===== src/verilog/pia_pkg.sv =====
package pia_pkg;
  // Register map on the plain register port (byte addresses)
  localparam logic [3:0] ADDR_STATUS = 4'h0;
  localparam logic [3:0] ADDR_SETPRI = 4'h4;
  localparam logic [3:0] ADDR_STATE = 4'h8;
  localparam int ADDR_W = 4;
  localparam int DATA_W = 32;
  // I/O bus word: accumulator bit k sits at index 17-k
  localparam int BUS_W = 18;
  localparam int BIT_ENABLE = 17;
  localparam int BIT_RDR0 = 16;
  localparam int BIT_RDR1 = 15;
  localparam int BIT_SW4 = 11;
  localparam int BIT_RAISE0 = 7;
  // Status word positions (same bit-k-at-17-k order)
  localparam int ST_ENABLE = 17;
  localparam int ST_REQ0 = 15;
  localparam int ST_ACT0 = 7;
  // Device select code of the set-priority instruction
  localparam logic [5:0] DEV_SELECT = 6'h2D;
  // Levels: 0 highest, 7 lowest; 0..3 hardware, 4..7 software
  localparam int LEVELS = 8;
  localparam int HW_LEVELS = 4;
  // Reader level codes
  localparam logic [1:0] RDR_LEVEL_DEFAULT = 2'h2;
  localparam logic [1:0] RDR_CTL_LEVEL0 = 2'h2;
  localparam logic [1:0] RDR_CTL_LEVEL1 = 2'h1;
  // Reset values
  localparam logic [7:0] ACTIVE_RST = 8'h00;
  localparam logic [3:0] SWREQ_RST = 4'h0;
  localparam logic [1:0] RDR_CTL_RST = 2'h0;
endpackage

===== src/verilog/pia_arbiter.sv =====
// Local design decisions: the placing of the registers and the strobed register port.
`timescale 1ns/1ps
module pia_arbiter
#(
  parameter logic [5:0] DEV_SEL = pia_pkg::DEV_SELECT
)
(
  // Clock and reset
  input wire logic sys_clk_in,
  input wire logic rst_in,
  // Processor I/O control
  input wire logic clock_positive_pulse_in,
  input wire logic dma_sync_in,
  input wire logic io_transfer_instr_in,
  input wire logic break_segment_in,
  input wire logic fourth_io_pulse_in,
  input wire logic [5:0] device_select_in,
  input wire logic [pia_pkg::BUS_W-1:0] io_bus_in,
  input wire logic execute_state_in,
  input wire logic processor_word33_in,
  input wire logic break_ack_in,
  input wire logic debreak_instr_in,
  input wire logic debreak_restore_instr_in,
  // Device multiplexers
  input wire logic [pia_pkg::HW_LEVELS-1:0] level_request_in,
  // Register port
  input wire logic [pia_pkg::ADDR_W-1:0] addr_in,
  input wire logic [pia_pkg::DATA_W-1:0] wdata_in,
  input wire logic wr_in,
  input wire logic rd_in,
  output logic [pia_pkg::DATA_W-1:0] rdata_out,
  // To processor and devices
  output logic io_sync_pulse_out,
  output logic break_request_out,
  output logic [pia_pkg::HW_LEVELS-1:0] level_grant_out,
  output logic legacy_interrupt_block_out,
  output logic clear_page_counter_out,
  output logic [2:0] break_level_out,
  output logic [1:0] reader_level_out
);

  // ****************************************
  // Elaboration checks
  // ****************************************
  initial
  begin
    if (pia_pkg::LEVELS != 2 * pia_pkg::HW_LEVELS)
      $error("pia_arbiter: level count must be twice hardware levels");
    if (pia_pkg::BUS_W != 18)
      $error("pia_arbiter: bus must be 18 bits");
  end

  // ****************************************
  // Helpers
  // ****************************************
  // Mask of bits strictly above the lowest-index set bit cleared
  function automatic logic [7:0] lowest_one(input logic [7:0] v);
    lowest_one = v & (~v + 8'h01);
  endfunction

  // Bit n true when no bit at index <= n is set (carry chain)
  function automatic logic [7:0] none_at_or_above(input logic [7:0] v);
    logic [7:0] r;
    logic seen;
    r = 8'h00;
    seen = 1'b0;
    for (int i = 0; i < 8; i++)
    begin
      seen = seen | v[i];
      r[i] = ~seen;
    end
    none_at_or_above = r;
  endfunction

  function automatic logic [2:0] encode8(input logic [7:0] onehot);
    logic [2:0] r;
    r = 3'h0;
    for (int i = 0; i < 8; i++)
      if (onehot[i])
        r = 3'(i);
    encode8 = r;
  endfunction

  // ****************************************
  // State
  // ****************************************
  logic enable_q, enable_d;
  logic [7:0] active_q, active_d;
  logic [3:0] swreq_q, swreq_d;
  logic [1:0] rdr_ctl_q, rdr_ctl_d;
  logic pre_sync_q, pre_sync_d;
  logic sync_q, sync_d;
  logic bkrq_q, bkrq_d;
  logic [3:0] grant_q, grant_d;
  logic [2:0] tgt_q, tgt_d;
  logic exec_q;
  logic io_sync_q;
  logic block_q;
  logic page_clr_q;
  logic [1:0] rdr_level_q;
  logic [pia_pkg::DATA_W-1:0] rdata_q;
  logic [17:0] status_w;
  logic [pia_pkg::DATA_W-1:0] rd_mux;

  // ****************************************
  // Decode
  // ****************************************
  wire logic reg_setpri = wr_in && (addr_in == pia_pkg::ADDR_SETPRI);
  wire logic iot_strobe = fourth_io_pulse_in && (device_select_in == DEV_SEL);
  wire logic set_priority_instr = iot_strobe || reg_setpri;
  // The pins are taken over a register write when both land together
  wire logic [17:0] bus = iot_strobe ? io_bus_in : wdata_in[17:0];
  wire logic debreak = debreak_instr_in || debreak_restore_instr_in;
  wire logic entry_done = processor_word33_in && exec_q && !execute_state_in;
  wire logic hold_off = break_segment_in || io_transfer_instr_in;
  // Requests by level, level 0 in bit 0
  // level numbering
  wire logic [7:0] req_vec = enable_q ? {swreq_q, level_request_in} : 8'h00;
  wire logic [7:0] level_allow = none_at_or_above(active_q);
  wire logic [7:0] req_win = lowest_one(req_vec);
  wire logic [7:0] sync_gate = req_win & level_allow;
  wire logic any_gate = |sync_gate;
  wire logic [7:0] raise_sel;
  // Software request field: bit 06+k requests level 4+k
  wire logic [3:0] sw_sel;
  for (genvar n = 0; n < 8; n++)
  begin : g_raise
    assign raise_sel[n] = bus[pia_pkg::BIT_RAISE0 - n];
  end
  for (genvar k = 0; k < 4; k++)
  begin : g_sw
    assign sw_sel[k] = bus[pia_pkg::BIT_SW4 - k];
  end
  wire logic [7:0] raise_ok = (raise_sel & level_allow) & {8{bus[pia_pkg::BIT_ENABLE]}};
  wire logic [7:0] debreak_clr = debreak ? lowest_one(active_q) : 8'h00;

  // ****************************************
  // Next state
  // ****************************************
  always_comb
  begin
    enable_d = set_priority_instr ? bus[pia_pkg::BIT_ENABLE] : enable_q;
    rdr_ctl_d = rdr_ctl_q;
    if (set_priority_instr && bus[pia_pkg::BIT_ENABLE])
      rdr_ctl_d = {bus[pia_pkg::BIT_RDR0], bus[pia_pkg::BIT_RDR1]};
    // Entry and raise set levels; a set in the same cycle beats a debreak
    active_d = active_q & ~debreak_clr;
    if (entry_done)
      active_d[tgt_q] = 1'b1;
    if (set_priority_instr)
      active_d = active_d | raise_ok;
    swreq_d = swreq_q;
    if (entry_done && tgt_q[2])
      swreq_d[tgt_q[1:0]] = 1'b0;
    if (set_priority_instr && bus[pia_pkg::BIT_ENABLE])
      swreq_d = swreq_d | sw_sel;
    pre_sync_d = pre_sync_q;
    tgt_d = tgt_q;
    if (io_sync_q && any_gate && !pre_sync_q && !break_segment_in)
    begin
      pre_sync_d = 1'b1;
      tgt_d = encode8(sync_gate);
    end
    sync_d = sync_q;
    bkrq_d = bkrq_q;
    grant_d = grant_q;
    if (pre_sync_q && !sync_q && clock_positive_pulse_in && !hold_off)
    begin
      sync_d = 1'b1;
      bkrq_d = 1'b1;
      if (!tgt_q[2])
        grant_d[tgt_q[1:0]] = 1'b1;
    end
    if (entry_done)
    begin
      pre_sync_d = 1'b0;
      sync_d = 1'b0;
      bkrq_d = 1'b0;
      grant_d = 4'h0;
    end
    if (set_priority_instr)
    begin
      pre_sync_d = 1'b0;
      sync_d = 1'b0;
      bkrq_d = 1'b0;
      grant_d = 4'h0;
    end
  end

  // ****************************************
  // Registers
  // ****************************************
  // reset state
  always_ff @(posedge sys_clk_in)
  begin
    if (rst_in)
    begin
      enable_q <= 1'b0;
      active_q <= pia_pkg::ACTIVE_RST;
      swreq_q <= pia_pkg::SWREQ_RST;
      rdr_ctl_q <= pia_pkg::RDR_CTL_RST;
      pre_sync_q <= 1'b0;
      sync_q <= 1'b0;
      bkrq_q <= 1'b0;
      grant_q <= 4'h0;
      tgt_q <= 3'h0;
    end
    else
    begin
      enable_q <= enable_d;
      active_q <= active_d;
      swreq_q <= swreq_d;
      rdr_ctl_q <= rdr_ctl_d;
      pre_sync_q <= pre_sync_d;
      sync_q <= sync_d;
      bkrq_q <= bkrq_d;
      grant_q <= grant_d;
      tgt_q <= tgt_d;
    end
  end

  // Output stage; every output but break_request_out, level_grant_out and break_level_out comes from here
  always_ff @(posedge sys_clk_in)
  begin
    if (rst_in)
    begin
      exec_q <= 1'b0;
      io_sync_q <= 1'b0;
      block_q <= 1'b0;
      page_clr_q <= 1'b0;
      rdr_level_q <= pia_pkg::RDR_LEVEL_DEFAULT;
      rdata_q <= '0;
    end
    else
    begin
      exec_q <= execute_state_in;
      io_sync_q <= clock_positive_pulse_in && !dma_sync_in && !io_transfer_instr_in;
      block_q <= enable_d && (pre_sync_d || (|active_d));
      page_clr_q <= bkrq_q && break_ack_in;
      rdr_level_q <= (rdr_ctl_d == pia_pkg::RDR_CTL_LEVEL0) ? 2'h0 :
        (rdr_ctl_d == pia_pkg::RDR_CTL_LEVEL1) ? 2'h1 : pia_pkg::RDR_LEVEL_DEFAULT;
      rdata_q <= rd_mux;
    end
  end

  // ****************************************
  // Register read
  // ****************************************
  always_comb
  begin
    status_w = 18'h00000;
    status_w[pia_pkg::ST_ENABLE] = enable_q;
    for (int n = 0; n < 8; n++)
    begin
      status_w[pia_pkg::ST_REQ0 - n] = req_vec[n];
      status_w[pia_pkg::ST_ACT0 - n] = active_q[n];
    end
    rd_mux = '0;
    if (rd_in && addr_in == pia_pkg::ADDR_STATUS)
      rd_mux = {14'h0000, status_w};
    else if (rd_in && addr_in == pia_pkg::ADDR_STATE)
      rd_mux = {23'h000000, rdr_level_q, tgt_q, pre_sync_q, sync_q, bkrq_q, grant_q[0]};
  end

  assign rdata_out = rdata_q;
  assign io_sync_pulse_out = io_sync_q;
  assign break_request_out = bkrq_q;
  assign level_grant_out = grant_q;
  assign legacy_interrupt_block_out = block_q;
  assign clear_page_counter_out = page_clr_q;
  assign break_level_out = tgt_q;
  assign reader_level_out = rdr_level_q;
endmodule


===== config.mk =====
export PLATFORM = sky130hd
export DESIGN_NAME = pia_arbiter
export DESIGN_NICKNAME = d
export VERILOG_FILES = /design/src/verilog/pia_pkg.sv /design/src/verilog/pia_arbiter.sv
export SDC_FILE = /design/constraint.sdc
export NUM_CORES = 1
export LEC_CHECK = 0
export ABC_AREA = 1
export BUFFER_PORTS_ARGS = -buffer_cell sky130_fd_sc_hd__buf_4
export CAP_MARGIN = 20
export CORE_ASPECT_RATIO = 0.75
export CORE_MARGIN = 5
export CORE_UTILIZATION = 41
export CTS_CLUSTER_SIZE = 40
export DETAILED_ROUTE_END_ITERATION = 12
export PLACE_DENSITY = 0.75
export SLEW_MARGIN = 40
export SYNTH_ARGS = -nofsm -noshare
export SYNTH_HDL_FRONTEND = slang
export SYNTH_SLANG_ARGS = --single-unit

===== constraint.sdc =====
create_clock -name sys_clk_in -period 2 [get_ports sys_clk_in]
set_input_delay 0.4 -clock sys_clk_in [delete_from_list [all_inputs] [get_ports sys_clk_in]]
set_output_delay 0.4 -clock sys_clk_in [all_outputs]
set_load 0.02 [all_outputs]

---- After elaboration in Yosys (flattened, before gate mapping) ----
Index checks and enable logic that the tools add are counted.
operators by class
  add/sub/neg operators ................... 2
  magnitude comparators ................... 4
  eq/ne operators ......................... 5
  multiplexer cells ....................... 27
  bitwise operators ....................... 31
  reductions and logical operators ........ 38
operators by type and width
  operator                                                                       number
  8-bit AND                                                                      6
  18-bit 2-to-1 mux                                                              2
  8-bit 2-to-1 mux                                                               4
  8-bit inverter                                                                 3
  1-bit logical AND                                                              20
  3-bit 2-to-1 mux                                                               6
  8-bit by 1-bit adder with 8-bit output (second input constant)                 2
  8-bit OR                                                                       2
  8-bit OR reduction                                                             2
  9-bit 2-to-1 mux                                                               1
  1-bit inverter                                                                 9
  4-bit 2-to-1 mux                                                               2
  4-bit OR                                                                       2
  1-bit logical NOT                                                              7
  1-bit 2-to-1 mux                                                               7
  1-bit OR                                                                       7
  6-bit == test (second input constant)                                          1
  2-bit 2-to-1 mux                                                               3
  4-bit AND                                                                      1
  4-bit by 3-bit == test with 1-bit output (second input constant)               1
  4-bit == test (second input constant)                                          1
  4-bit logical NOT                                                              1
  1-bit logical OR                                                               4
  3-bit by 4-bit less-than comparator with 1-bit output (second input constant)  1
  other kinds (11)                                                               12
word-level totals
  bits in registers ....................... 62
  bits of input ports ..................... 78
  output and inout port bits .............. 45
  logic and storage cells ................. 123

---- Logic depth before layout (Yosys ltp) ----
  depth after elaboration ................. 18
  mapped depth ............................ 14
  mapped depth without buffers ............ 13

---- Worst setup path before layout ----
No wires, ideal clock.
  path kind ............................... input -> register
  from .................................... in device_select_in[1]
  to ...................................... reg rdr_level_q[1] (netlist: reader_level_out[1])
  setup time .............................. 123 ps
  arrival ................................. 1903 ps
  data required time ...................... 1877 ps
  setup slack ............................. -26 ps
  stages on the path ...................... 13
  path buffers ............................ 1
  path through ............................ inv_1 > nand2_1 > nor2_4 > nand2_4 > nand2_2 > nand2_1 > nor2_2 > buf_6 > inv_2 > o21ai_2 > inv_1 > ha_1 > or2_2
on the way
  longest elaborated chain between the ends .. 8
  elaborated cells on any way between the ends .. 10
  classes of those cells .................. 3 x eq/ne; 4 x mux; 3 x reduce/logical
ends and longest elaborated chain
  what                                                          line                                    text
  start: declaration                                            pia_arbiter.sv:17                       input wire logic [5:0] device_select_in,
  6-bit == test (*)                                             pia_arbiter.sv:109                      wire logic iot_strobe = fourth_io_pulse_in && (device_select_in == DEV_SEL);
  1-bit logical AND (*)                                         pia_arbiter.sv:109
  18-bit 2-to-1 mux / 1-bit logical OR (equally long branches)  pia_arbiter.sv:112, pia_arbiter.sv:110
  1-bit logical AND                                             pia_arbiter.sv:144                      if (set_priority_instr && bus[pia_pkg::BIT_ENABLE])
  2-bit 2-to-1 mux (*)                                          pia_arbiter.sv:144
  named net rdr_ctl_d[1]                                        pia_arbiter.sv:90                       logic [1:0] rdr_ctl_q, rdr_ctl_d;
  2-bit by 1-bit == test with 1-bit output                      pia_arbiter.sv:241                      (rdr_ctl_d == pia_pkg::RDR_CTL_LEVEL1) ? 2'h1 : pia_pkg::RDR_LEVEL_DEFAULT;
  2-bit 2-to-1 mux                                              pia_arbiter.sv:241
  2-bit 2-to-1 mux (*)                                          pia_arbiter.sv:240                      rdr_level_q <= (rdr_ctl_d == pia_pkg::RDR_CTL_LEVEL0) ? 2'h0 :
  end signal: assignment                                        pia_arbiter.sv:231                      rdr_level_q <= pia_pkg::RDR_LEVEL_DEFAULT;
  end signal: assignment                                        pia_arbiter.sv:240
  end: declaration                                              pia_arbiter.sv:100                      logic [1:0] rdr_level_q;
The timed path passes the listed nets; every way through them passes the cells marked *.
A chain may end at the register's enable or synchronous reset.

---- Final worst setup path ----
  from .................................... reg active_q[1]
  to ...................................... reg block_q (netlist: legacy_interrupt_block_out)
on the way
  longest elaborated chain between the ends .. 18
  elaborated cells on any way between the ends .. 37
  classes of those cells .................. 1 x add/sub; 6 x mux; 23 x bitwise; 7 x reduce/logical
ends and longest elaborated chain
  what                                                                                             line                text
  start: declaration                                                                               pia_arbiter.sv:88   logic [7:0] active_q, active_d;
  start signal: assignment                                                                         pia_arbiter.sv:199  active_q <= pia_pkg::ACTIVE_RST;
  start signal: assignment                                                                         pia_arbiter.sv:211  active_q <= active_d;
  parallel branches: the longest is 16 deep, another holds 8-bit by 1-bit adder with 8-bit output  -
  1-bit logical OR (*)                                                                             pia_arbiter.sv:238  block_q <= enable_d && (pre_sync_d || (|active_d));
  1-bit logical AND (*)                                                                            pia_arbiter.sv:238
  end signal: assignment                                                                           pia_arbiter.sv:238
  end: declaration                                                                                 pia_arbiter.sv:98   logic block_q;
Every way passes the cells marked *.

==> results_dict.tcl <==
set metrics [dict create \
    run_status "finished clean" \
    htree_levels 2 \
    cp_top_family "simple AND/OR/NAND/NOR gates" \
    power_density_mw_per_mm2 569 \
    cts_hold_buf 0 \
    via_per_inst 4.70 \
    start_kind "register" \
    numCtsBuffers 5 \
    placed_cells 540 \
    crit_buf_inv 1 \
    slowest_stage "dfxtp_1" \
    first_pass_iters 4 \
    hold_viol 0 \
    period_share_pct 88.6 \
    finalNonFillerCells 548 \
    fin_nets 549 \
    synth_ff_type "dfxtp_1" \
    place_area_mm2 0.00320 \
    grt_pass1_wl_um 11300 \
    drt_iter0_drc 289 \
    area_growth_syn_to_layout_pct 34.7 \
    yosys-top-cells-area "dfxtp_1 38%, nand2_1 14%, nor2_1 9.3%" \
    power_frac_clock_pct 37.7 \
    yosysWarnings 0 \
    grt_usage_pct 17.9 \
    async_flop_share_pct 0 \
    crit_arrival_ps 1960 \
    clockBufferDepth 2 \
    ios 123 \
    grt_start_max_net_pins 21 \
    diodes 0 \
    post-route-min-period_ps 1770 \
    syn-cell-area_mm2 0.00246 \
    synthTopCellsByCount "92 x nand2_1, 61 x nor2_1, 47 x dfxtp_1" \
    avgSynthCellArea_um2 6.64 \
    switchingPower_mw 0.460 \
    combPwrFrac_pct 12.2 \
    critPathKind "reg -> reg" \
    setup_viol 0 \
    die_height_um 77.2 \
    numPortBuffers 87 \
    clkSinkCount 47 \
    cts_root_buf "clkbuf_8" \
    clk_latency_ps 300 \
    yosysTopAreaCell "dfxtp_1" \
    drv_cap 0 \
    routed_wl_um 7020 \
    post-dp-hpwl_um 5800 \
    dieArea_mm2 0.00768 \
    vias 2576 \
    power.share.switching_pct 24.4 \
    synth_seq_cells 47 \
    drc 0 \
    min_path_type "in -> reg" \
    antenna_found_initial 0 \
    post_drt_wl_per_cell_um 12.8 \
    drtAntennaViolNets 0 \
    die_w_um 99.5 \
    synth_edf_count 0 \
    synth.most_common_cell "nand2_1" \
    internal-power_mw 1.43 \
    initial_utilization_pct 42.3 \
    grt_remaining_overflow 0 \
    cts_repair_resize_count 0 \
    drv_slew 0 \
    cts_tree "yes" \
    gp_congestion 0.878 \
    max_freq_mhz 564 \
    crit_path_end_kind "register" \
    drive_above_1_share_pct 26.6 \
    path_clk_slew_ps 100 \
    syn_inst 371 \
    cts_setup_buffers 0 \
    grt_pass1_vias 2504 \
    rsz0062_at_grt "no" \
    synth.yosys.seq_area_share_pct 38.2 \
    total_leakage_power_nw 1.74 \
    design_area_mm2 0.00332 \
    power_frac_seq_pct 50.1 \
    ys_types 32 \
    irDropWorstVdd_uv 413 \
    clock_skew_ps 14.4 \
    cp_data_required_time_ps 2190 \
    synth_top_cell_area_share_pct 38.2 \
    path_cells "nor2_2 > inv_1 > nor2_1 > nand2_1 > a21oi_1 > nand2_1 > nor2_1 > nand2_1 > nor2_1 > a21oi_1" \
    core_area_mm2 0.00583 \
    crit_fanout 5 \
    rows 24 \
    max_stage_delay_ps 330 \
]
## metal layers
layer,track usage (%),vias up,part of all wire (%)
li1,-,1334,-
met1,22.4,1133,42
met2,30.8,101,48
met3,5.35,8,9.6
met4,3.00,0,0.60
met5,0,-,0
## through the flow
stage | worst slack, ps | total power [mW] | hold WS (ps) | util, % | TNS [ps]
floorplan | -26.0 | 1.10 | 435 | - | -26.0
global placement | -34.0 | 1.19 | 440 | 55.0 | -34.0
detailed placement | -91.5 | 1.20 | 443 | 55.0 | -113
CTS | 182 | 1.89 | 238 | 57.0 | 0
global route | 36.5 | 1.96 | 237 | 57.0 | 0
finish | 228 | 1.89 | 237 | 57.0 | 0
## area by class of cell
type / instances / area (um^2)
Sequential cell: 47 / 942
Clock inverter: 3 / 46.3
Tap cell: 78 / 97.6
Timing Repair Buffer: 100 / 751
Fill cell: 590 / 2500
Clock buffer: 5 / 68.8
Inverter: 47 / 176
Multi-Input combinational cell: 268 / 1240
## final timing paths
kind	from	endpoint	slack [ps]	cells after the start
setup / recovery	active_q[1]	legacy_interrupt_block_out	230	10
hold / removal	dma_sync_in	io_sync_pulse_out	240	2
setup reg to reg	active_q[1]	legacy_interrupt_block_out	230	10
hold reg to reg	break_request_out	clear_page_counter_out	450	2
## cells in the final DEF (no fill, tap or decap), types with 5 or more instances in the layout
| master | synthesis | layout |
|---|---|---|
| nand3_1 | 18 | 18 |
| a21oi_1 | 28 | 28 |
| clkbuf_8 | 0 | 5 |
| dfxtp_1 | 47 | 46 |
| conb_1 | 1 | 15 |
| nor2_1 | 61 | 61 |
| nand3b_1 | 6 | 6 |
| nor3_1 | 6 | 6 |
| nand2_1 | 92 | 92 |
| buf_4 | 15 | 100 |
| inv_1 | 46 | 46 |
| o22ai_1 | 5 | 5 |
| o21ai_0 | 9 | 9 |
## cell families after synthesis
| kind of cell | after synthesis | share of synthesized area, % |
|---|---|---|
| compound gates | 53 | 12.0 |
| fa+ha+maj | 2 | 1.02 |
| buf+inv | 70 | 13.7 |
| flops | 47 | 38.2 |
| other cells | 1 | 0.152 |
| simple gates | 198 | 34.9 |
## state kept, by name, indices dropped and copies added, names as in the netlist, 2 cells and up
| name | count |
|---|---|
| level_grant_out | 4 |
| break_level_out | 3 |
| reader_level_out | 2 |
| swreq_q | 4 |
| active_q | 8 |
| rdata_out | 17 |
| rdr_ctl_q | 2 |
## power by group through the flow
stage	registers, mW	logic (mW)	clock network (mW)
CTS	0.946	0.229	0.718
floorplan	0.968	0.131	0
global placement	0.968	0.223	0
finish	0.946	0.230	0.712
detailed placement	0.968	0.228	0
global route	0.947	0.252	0.765
Power figures use the tool's default switching activity.
